--- config.mk ---
export PLATFORM = sky130hd
export DESIGN_NAME = prg_ctrl
export DESIGN_NICKNAME = d
export VERILOG_FILES = /design/src/verilog/prg_ctrl.v /design/src/verilog/prg_delay.v
export VERILOG_INCLUDE_DIRS = /design/src /design/src/shared
export SDC_FILE = /design/constraint.sdc
export NUM_CORES = 1
export LEC_CHECK = 0
export BUFFER_PORTS_ARGS = -buffer_cell sky130_fd_sc_hd__buf_2
export CORE_MARGIN = 2
export CORE_UTILIZATION = 55
export CTS_CLUSTER_DIAMETER = 80
export DETAILED_ROUTE_END_ITERATION = 6
export MAX_ROUTING_LAYER = met4
export PLACE_DENSITY_LB_ADDON = 0.05
export SYNTH_ARGS = -nofsm -noshare
export SYNTH_HDL_FRONTEND = slang
export SYNTH_SLANG_ARGS = --single-unit
--- constraint.sdc ---
create_clock -name pclk -period 3.2 [get_ports pclk]
set_clock_uncertainty 0.15 [all_clocks]
set_input_delay 0 -clock pclk [delete_from_list [all_inputs] [get_ports pclk]]
set_output_delay 0 -clock pclk [all_outputs]
set_load 0.02 [all_outputs]
--- src/shared/prg_map.vh ---
// Register map, field codes and timing figures of the supply generator mode controller.
// Included by the design files; holds definitions only.
`ifndef PRG_MAP_VH
`define PRG_MAP_VH

// Register byte offsets.
`define PRG_OFS_PROTECT 8'h00
`define PRG_OFS_MODE 8'h04
`define PRG_OFS_PUMP 8'h08
`define PRG_OFS_FLAG 8'h0C
`define PRG_OFS_STATUS 8'h10

// System protection key and its width.
`define PRG_KEY_W 16
`define PRG_KEY_OPEN 16'h0096
`define PRG_KEY_RST 16'h0000

// Power mode field codes and reset value.
`define PRG_MODE_W 3
`define PRG_MODE_AUTO 3'h0
`define PRG_MODE_NORMAL 3'h2
`define PRG_MODE_ECONOMY 3'h3
`define PRG_MODE_SUPER 3'h5
`define PRG_MODE_RST 3'h0

// Pump clock divider field and reset value.
`define PRG_DIV_W 2
`define PRG_DIV_RST 2'h0

// Status register bit positions.
`define PRG_ST_ECO 0
`define PRG_ST_PUMP 1
`define PRG_ST_SLEEP 2
`define PRG_ST_SETTLE 3
`define PRG_ST_FAST 4
`define PRG_ST_SLOW 5

// Timing: clock rate in MHz and settling times in microseconds.
`define PRG_CLK_MHZ 10
`define PRG_T_AUTO_US 1000
`define PRG_T_SETTLE_US 10000

`endif

--- src/verilog/prg_ctrl.v ---
// Mode controller of the on-chip supply generator, with its APB register slave.
// Assumes oscillator status arrives asynchronously; CPU sleep events come from pclk logic.
//
// The implementer's own choices: the address map and the APB register port.
`timescale 1ns/1ps
`include "prg_map.vh"

module prg_ctrl #(
  parameter AUTO_CYC = `PRG_T_AUTO_US * `PRG_CLK_MHZ,
  parameter SETTLE_CYC = `PRG_T_SETTLE_US * `PRG_CLK_MHZ,
  parameter CNT_W = 17
) (
  // Clock and reset
  input wire pclk,
  input wire presetn,
  // APB slave
  input wire psel,
  input wire penable,
  input wire pwrite,
  input wire [7:0] paddr,
  input wire [31:0] pwdata,
  output reg [31:0] prdata,
  output wire pready,
  output wire pslverr,
  // Oscillator status from the clock generator, asynchronous
  input wire internal_fast_osc_on,
  input wire external_fast_osc_on,
  input wire external_clock_input_on,
  input wire slow_osc_on,
  input wire slow_osc_clk,
  // CPU sleep events and sleep-stop configuration
  input wire sleep_enter,
  input wire wake_up,
  input wire slow_osc_sleep_stop,
  input wire fast_sleep_stop_all,
  // Regulator control
  output wire reg_economy,
  output wire pump_en,
  output wire pump_tick
);

  localparam [1:0] ST_NORM = 2'h0;
  localparam [1:0] ST_WAIT = 2'h1;
  localparam [1:0] ST_SLPW = 2'h2;
  localparam [1:0] ST_ECO = 2'h3;

  // Three-stage synchronisers for the oscillator status lines.
  reg [4:0] sync1_q;
  reg [4:0] sync2_q;
  reg [4:0] sync3_q;
  reg [4:0] filt_q;
  wire [4:0] raw_in;

  assign raw_in = {slow_osc_clk, slow_osc_on, external_clock_input_on,
                   external_fast_osc_on, internal_fast_osc_on};

  always @(posedge pclk or negedge presetn)
  begin
    if (!presetn)
    begin
      sync1_q <= 5'h00;
      sync2_q <= 5'h00;
      sync3_q <= 5'h00;
      filt_q <= 5'h00;
    end
    else
    begin
      sync1_q <= raw_in;
      sync2_q <= sync1_q;
      sync3_q <= sync2_q;
      // A change counts only once the second and third stages agree.
      filt_q <= (sync2_q & sync3_q) | (filt_q & (sync2_q ^ sync3_q));
    end
  end

  wire fast_on;
  wire slow_on;
  wire slow_clk_lvl;

  assign fast_on = |filt_q[2:0];
  assign slow_on = filt_q[3];
  assign slow_clk_lvl = filt_q[4];

  // Register state.
  reg [15:0] protect_q;
  reg [2:0] mode_q;
  reg [1:0] div_q;
  reg done_flag_q;
  reg settling_q;
  reg sleeping_q;
  reg [1:0] st_q;
  reg [1:0] st_d;

  wire unlocked;
  wire wr_en;
  wire rd_setup;
  wire mode_wr;
  wire div_wr;
  wire flag_wr;
  wire addr_ok;

  assign unlocked = (protect_q == `PRG_KEY_OPEN);
  assign wr_en = psel & penable & pwrite;
  assign rd_setup = psel & ~penable & ~pwrite;
  assign mode_wr = wr_en & unlocked & (paddr == `PRG_OFS_MODE);
  assign div_wr = wr_en & unlocked & (paddr == `PRG_OFS_PUMP);
  assign flag_wr = wr_en & (paddr == `PRG_OFS_FLAG);
  assign addr_ok = (paddr == `PRG_OFS_PROTECT) | (paddr == `PRG_OFS_MODE) |
                   (paddr == `PRG_OFS_PUMP) | (paddr == `PRG_OFS_FLAG) |
                   (paddr == `PRG_OFS_STATUS);

  assign pready = 1'b1;
  assign pslverr = psel & penable & ~addr_ok;

  wire mode_auto;
  wire mode_eco;
  wire mode_super;
  wire [2:0] new_mode;
  wire leave_super;

  assign mode_auto = (mode_q == `PRG_MODE_AUTO);
  assign mode_eco = (mode_q == `PRG_MODE_ECONOMY);
  assign mode_super = (mode_q == `PRG_MODE_SUPER);
  assign new_mode = pwdata[2:0];
  assign leave_super = mode_wr & mode_super &
                       ((new_mode == `PRG_MODE_AUTO) | (new_mode == `PRG_MODE_ECONOMY));

  // Delay counters for the 1 ms automatic switch and the 10 ms settling time.
  wire auto_run;
  wire auto_done;
  wire settle_done;

  assign auto_run = mode_auto & ~settling_q & ((st_q == ST_WAIT) | (st_q == ST_SLPW));

  prg_delay #(
    .CYCLES(AUTO_CYC),
    .CNT_W(CNT_W)
  ) u_auto_delay (
    .pclk(pclk),
    .presetn(presetn),
    .run(auto_run),
    .done(auto_done)
  );

  prg_delay #(
    .CYCLES(SETTLE_CYC),
    .CNT_W(CNT_W)
  ) u_settle_delay (
    .pclk(pclk),
    .presetn(presetn),
    .run(settling_q),
    .done(settle_done)
  );

  // Wake-up choice: economy only if the slow oscillator alone runs.
  wire wake_eco;

  assign wake_eco = slow_on & ~fast_on;

  // Automatic switching state machine.
  always @*
  begin
    st_d = st_q;
    case (st_q)
      ST_NORM:
      begin
        if (sleep_enter)
        begin
          if (fast_sleep_stop_all & slow_osc_sleep_stop)
            st_d = ST_ECO;
          else if (fast_sleep_stop_all)
            st_d = ST_SLPW;
          else
            st_d = ST_NORM;
        end
        else if (wake_up)
          st_d = wake_eco ? ST_ECO : ST_NORM;
        else if (!sleeping_q && !fast_on)
          st_d = ST_WAIT;
      end
      ST_WAIT:
      begin
        if (sleep_enter)
        begin
          if (fast_sleep_stop_all & slow_osc_sleep_stop)
            st_d = ST_ECO;
          else if (fast_sleep_stop_all)
            st_d = ST_SLPW;
          else
            st_d = ST_NORM;
        end
        else if (fast_on)
          st_d = ST_NORM;
        else if (auto_done)
          st_d = ST_ECO;
      end
      ST_SLPW:
      begin
        if (wake_up)
          st_d = wake_eco ? ST_ECO : ST_NORM;
        else if (auto_done)
          st_d = ST_ECO;
      end
      ST_ECO:
      begin
        if (wake_up)
          st_d = wake_eco ? ST_ECO : ST_NORM;
        else if (!sleeping_q && fast_on)
          st_d = ST_NORM;
      end
      default:
        st_d = ST_NORM;
    endcase
  end

  always @(posedge pclk or negedge presetn)
  begin
    if (!presetn)
      st_q <= ST_NORM;
    else if (leave_super)
      st_q <= ST_ECO;
    else if (mode_wr && (new_mode == `PRG_MODE_AUTO) && !mode_auto)
      st_q <= ST_NORM;
    else if (!mode_auto || settling_q)
      st_q <= st_q;
    else
      st_q <= st_d;
  end

  // Flag set by a timed switch; a set in the clearing cycle wins.
  wire flag_set;

  assign flag_set = settle_done | (auto_done & ~settling_q);

  always @(posedge pclk or negedge presetn)
  begin
    if (!presetn)
    begin
      protect_q <= `PRG_KEY_RST;
      mode_q <= `PRG_MODE_RST;
      div_q <= `PRG_DIV_RST;
      done_flag_q <= 1'b0;
      settling_q <= 1'b0;
      sleeping_q <= 1'b0;
    end
    else
    begin
      if (wr_en && (paddr == `PRG_OFS_PROTECT))
        protect_q <= pwdata[15:0];
      if (mode_wr)
        mode_q <= new_mode;
      if (div_wr)
        div_q <= pwdata[1:0];
      if (flag_set)
        done_flag_q <= 1'b1;
      else if (flag_wr && pwdata[0])
        done_flag_q <= 1'b0;
      if (leave_super)
        settling_q <= 1'b1;
      else if (settle_done || mode_wr)
        settling_q <= 1'b0;
      if (sleep_enter)
        sleeping_q <= 1'b1;
      else if (wake_up)
        sleeping_q <= 1'b0;
    end
  end

  // Automatic economy drops in the same cycle a fast source is seen starting, except during sleep.
  wire auto_eco;

  assign auto_eco = mode_auto & (st_q == ST_ECO) & ~(fast_on & ~sleeping_q);
  assign reg_economy = mode_eco | auto_eco;
  assign pump_en = mode_super;

  // Charge pump clock: slow oscillator edges divided by 1, 2, 4 or 8.
  reg slow_prev_q;
  reg [2:0] div_cnt_q;
  reg pump_tick_q;
  wire slow_rise;
  wire [2:0] div_last;

  assign slow_rise = slow_clk_lvl & ~slow_prev_q;
  assign div_last = (3'h1 << div_q) - 3'h1;

  always @(posedge pclk or negedge presetn)
  begin
    if (!presetn)
    begin
      slow_prev_q <= 1'b0;
      div_cnt_q <= 3'h0;
      pump_tick_q <= 1'b0;
    end
    else
    begin
      slow_prev_q <= slow_clk_lvl;
      pump_tick_q <= 1'b0;
      if (!mode_super)
        div_cnt_q <= 3'h0;
      else if (slow_rise)
      begin
        // The pump runs on slow oscillator edges only, also in sleep.
        if (div_cnt_q >= div_last)
        begin
          div_cnt_q <= 3'h0;
          pump_tick_q <= 1'b1;
        end
        else
          div_cnt_q <= div_cnt_q + 3'h1;
      end
    end
  end

  assign pump_tick = pump_tick_q;

  // Read data is captured in the setup cycle and shown in the access cycle.
  reg [31:0] rd_mux;

  always @*
  begin
    rd_mux = 32'h00000000;
    case (paddr)
      `PRG_OFS_PROTECT:
        rd_mux[0] = ~unlocked;
      `PRG_OFS_MODE:
        rd_mux[2:0] = mode_q;
      `PRG_OFS_PUMP:
        rd_mux[1:0] = div_q;
      `PRG_OFS_FLAG:
        rd_mux[0] = done_flag_q;
      `PRG_OFS_STATUS:
      begin
        rd_mux[`PRG_ST_ECO] = reg_economy;
        rd_mux[`PRG_ST_PUMP] = pump_en;
        rd_mux[`PRG_ST_SLEEP] = sleeping_q;
        rd_mux[`PRG_ST_SETTLE] = settling_q;
        rd_mux[`PRG_ST_FAST] = fast_on;
        rd_mux[`PRG_ST_SLOW] = slow_on;
      end
      default:
        rd_mux = 32'h00000000;
    endcase
  end

  always @(posedge pclk or negedge presetn)
  begin
    if (!presetn)
      prdata <= 32'h00000000;
    else if (rd_setup)
      prdata <= rd_mux;
  end

endmodule // prg_ctrl

--- src/verilog/prg_delay.v ---
// Run-time delay counter: counts while run is high and holds done high from the end of the delay until run drops.
// Assumes run is a level from logic on the same clock.
`timescale 1ns/1ps

module prg_delay #(
  parameter CYCLES = 10000,
  parameter CNT_W = 17
) (
  // Clock and reset
  input wire pclk,
  input wire presetn,
  // Control
  input wire run,
  output wire done
);

  localparam [31:0] LAST_FULL = CYCLES - 1;
  localparam [CNT_W-1:0] LAST = LAST_FULL[CNT_W-1:0];

  reg [CNT_W-1:0] cnt_q;
  reg [CNT_W-1:0] cnt_d;

  assign done = run & (cnt_q == LAST);

  always @*
  begin
    if (!run)
      cnt_d = {CNT_W{1'b0}};
    else if (cnt_q == LAST)
      cnt_d = cnt_q;
    else
      cnt_d = cnt_q + {{(CNT_W-1){1'b0}}, 1'b1};
  end

  always @(posedge pclk or negedge presetn)
  begin
    if (!presetn)
      cnt_q <= {CNT_W{1'b0}};
    else
      cnt_q <= cnt_d;
  end

endmodule // prg_delay

==> results.cfg <==
[status]
outcome = completed

[drt]
drt-total-wl_um = 8930
drc = 0
first_pass_iters = 4
avgViaCountPerCell = 5.46
vias = 3478
ant_nets = 0
drtIter0Drc = 150
wl_per_cell_um = 14.0

[timing]
period_needed_ns = 2.96
slew_headroom_pct = 52.2
setup_ws_ns = 0.244
timing.fmax_mhz = 338
period_share_pct = 92.4
tightest_slew_ns = 0.717
finalHoldViolations = 0
slew_viol_final = 0
setup_viol = 0
rsz0062_at_grt = no
fin_tns_setup_ns = 0

[logic_synthesis]
ys_seq_area_share_pct = 49.5
synth_compound_area_share_pct = 9.17
synth_ff_type = dfrtp_1
synth_fa_ha_area_share_pct = 4.35
synthMuxAreaShare_pct = 5.52
synth_area_um2 = 4600
postSynthCellCount = 432
syn_avg_cell_area_um2 = 10.6
ys_ff_latch = 91
synth_edf_count = 0
synth-async-reset-ratio_pct = 100
synthDistinctLibCells = 58
ys_warn_count = 0
synth_top_family_by_area = simple AND/OR/NAND/NOR gates
yosys.area_share.simple_pct = 20.3
synthXorXnorAreaFrac_pct = 4.76

[critical_path]
critPathKind = reg2reg
crit_arrival_ns = 3.11
reg2reg_depth = 8
startpoint_type = flop
crit_chain = nor4_1, nand4_1, buf_4, nor4_2, nand2_1, dlygate4sd3_1, o21ai_0, dlygate4sd3_1
end_kind = flop
required_ns = 3.36
rrSetupSlack_ns = 0.24
worstPathMaxFanout = 5
r2r-start = protect_q[9]$_DFFE_PN0P_
path_common_cell = dlygate4sd3_1
max_stage_delay_ns = 0.57
r2r_end = div_q[1]$_DFFE_PN0P_
cp_slowest_cell = dlygate4sd3_1

[clock_network]
clock-sinks = 91
cts_root_buffer = clkbuf_8
cts_buffers = 9
clock_latency_ns = 0.36
clkTransAtPathRegs_ns = 0.10
htree_levels = 3
clock_path_buffers = 2
cts_tree = done

[placed_design]
routabilityCongestion = 0.831
dpl.hpwl_um = 6040
place_ws_ns = 0.794
dp.cells = 579
port_buffers = 47

[cells_and_area]
drive_gt1_share_pct = 19.0
area_growth_pct = 18.9
stdcell_count = 637
num_antenna_cells = 0
mostFrequentLayoutCells = dfrtp_1 (91), buf_2 (46), dlygate4sd3_1 (40)
layout_commonest_cell = dfrtp_1
nNetsFinal = 597

[die]
boundaryPins = 91
die_height_um = 95.5
start_util_pct = 56.3
die_w_um = 95.5
core_um2 = 8180
rows = 33
die-area_um2 = 9110

[global_route]
antenna_found_initial = 0
grt_pass1_vias = 3353
grt_remaining_overflow = 0
grt_pass1_wl_um = 15000
grt_max_degree = 59
grt.total_usage_pct = 21.7

[pwr]
peakVddDrop_uv = 406
power.leakage_nw = 2.54
power.total_w = 0.00215
powerDensity_nw_per_um2 = 393

[min_path]
worstHoldPathType = in2async

[flow_run]
drv_cap = 0
==> sequential cells by signal (all words and copies together) (netlist names) <==
name                  flops
sleeping_q                1
slow_prev_q               1
u_auto_delay.cnt_q       17
settling_q                1
mode_q                    3
div_cnt_q                 3
prdata                    6
st_q                      2
sync1_q                   5
sync2_q                   5
div_q                     2
u_settle_delay.cnt_q     17
pump_tick                 1
sync3_q                   5
filt_q                    5
done_flag_q               1
protect_q                16
==> through the flow <==
step                      utilization (%)  hold slack (ns)  cell area, um^2
after global placement               59.4          -0.0423             4860
final                                66.9           0.0520             5470
after global routing                 66.9            0.114             5470
after floorplan                         -           -0.446             4690
after detailed placement             59.4          -0.0406             4860
after CTS                            66.7           0.0657             5450
==> Yosys cell counts (2+ instances only) <==
library cell | n | area, um^2
a211oi_1 | 4 | 30.0
a21o_1 | 7 | 52.6
a21oi_1 | 14 | 70.1
a221oi_1 | 3 | 26.3
a31oi_1 | 6 | 37.5
and2_1 | 11 | 68.8
and3_1 | 4 | 25.0
buf_4 | 27 | 203
clkbuf_1 | 5 | 18.8
conb_1 | 2 | 7.51
dfrtp_1 | 91 | 2280
ha_1 | 16 | 200
inv_1 | 13 | 48.8
mux2_2 | 19 | 214
mux2i_1 | 4 | 40.0
nand2_1 | 28 | 105
nand2b_1 | 2 | 12.5
nand3_1 | 19 | 95.1
nand3b_1 | 2 | 15.0
nand4_1 | 6 | 37.5
nand4b_1 | 5 | 43.8
nor2_1 | 32 | 120
nor2b_1 | 6 | 37.5
nor3_1 | 11 | 55.1
nor3b_1 | 4 | 30.0
nor4_1 | 13 | 81.3
nor4bb_1 | 2 | 20.0
o211ai_1 | 4 | 30.0
o21ai_0 | 11 | 55.1
o31ai_1 | 3 | 22.5
or3_1 | 3 | 18.8
or3b_2 | 2 | 17.5
or4_1 | 2 | 15.0
or4_4 | 2 | 22.5
or4b_2 | 3 | 30.0
xnor2_1 | 14 | 123
xor2_1 | 11 | 96.3
==> what timing repair did <==
action / 4_1_cts / 5_1_grt
hold buffers: 40 / 0
setup buffers: 0 / 2
resized for setup: 0 / 1
endpoints found under the hold margin: 92 / 0
endpoints found under the setup margin: 0 / 1
==> how the worst max path moves through the flow <==
stage                                               startpoint                                  end  cells after the start
after floorplan              u_auto_delay.cnt_q[5]$_DFFE_PN0N_                  st_q[1]$_DFFE_PN0P_                      6
after detailed placement  u_settle_delay.cnt_q[11]$_DFFE_PN0N_  u_settle_delay.cnt_q[5]$_DFFE_PN0N_                      5
final                                 protect_q[9]$_DFFE_PN0P_                 div_q[1]$_DFFE_PN0P_                      8
after CTS                             protect_q[9]$_DFFE_PN0P_                 div_q[1]$_DFFE_PN0P_                      7
after global placement    u_settle_delay.cnt_q[11]$_DFFE_PN0N_  u_settle_delay.cnt_q[5]$_DFFE_PN0N_                      5
after global routing                  protect_q[9]$_DFFE_PN0P_                 div_q[1]$_DFFE_PN0P_                      8
==> layer usage <==
metal	vias up	track usage [%]	share of wire (%)
met4	0	7.50	1.3
li1	1694	-	-
met5	-	-	0
met1	1662	28.6	46
met3	15	3.64	4.5
met2	107	34.2	48
==> report_power, final <==
group | switching, W | internal (W) | total, W
registers | 0.0000187 | 0.00118 | 0.00120
clock network | 0.000457 | 0.000304 | 0.000762
logic | 0.000111 | 0.0000787 | 0.000190
==> layout make-up <==
| class | count | area [um^2] |
|---|---|---|
| clock inverters | 7 | 68.8 |
| multi-input cells | 319 | 2140 |
| flip-flops and latches | 91 | 2280 |
| inverters | 13 | 48.8 |
| repair buffers | 93 | 683 |
| clock buffers | 9 | 124 |
| well taps | 105 | 131 |
| fillers | 683 | 2710 |
==> cell families (layout without fill, tap and decap cells) <==
kind of cell / after synthesis / after routing
adder cells (fa/ha/maj): 16 / 16
buffers and inverters: 47 / 122
flip-flops: 91 / 91
XOR/XNOR: 25 / 25
other: 2 / 27
AO/OA/AOI/OAI: 63 / 63
AND/OR/NAND/NOR: 165 / 165
multiplexers: 23 / 23
==> critical path, delay by kind of cell (launching register included) <==
| kind | cells | cell delay [ns] |
|---|---|---|
| buffers and inverters | 3 | 1.31 |
| and+or+nand+nor | 4 | 0.99 |
| DFF | 1 | 0.39 |
| AOI/OAI and AO/OA | 1 | 0.07 |
Note: power is estimated with default switching activity, not from simulation.
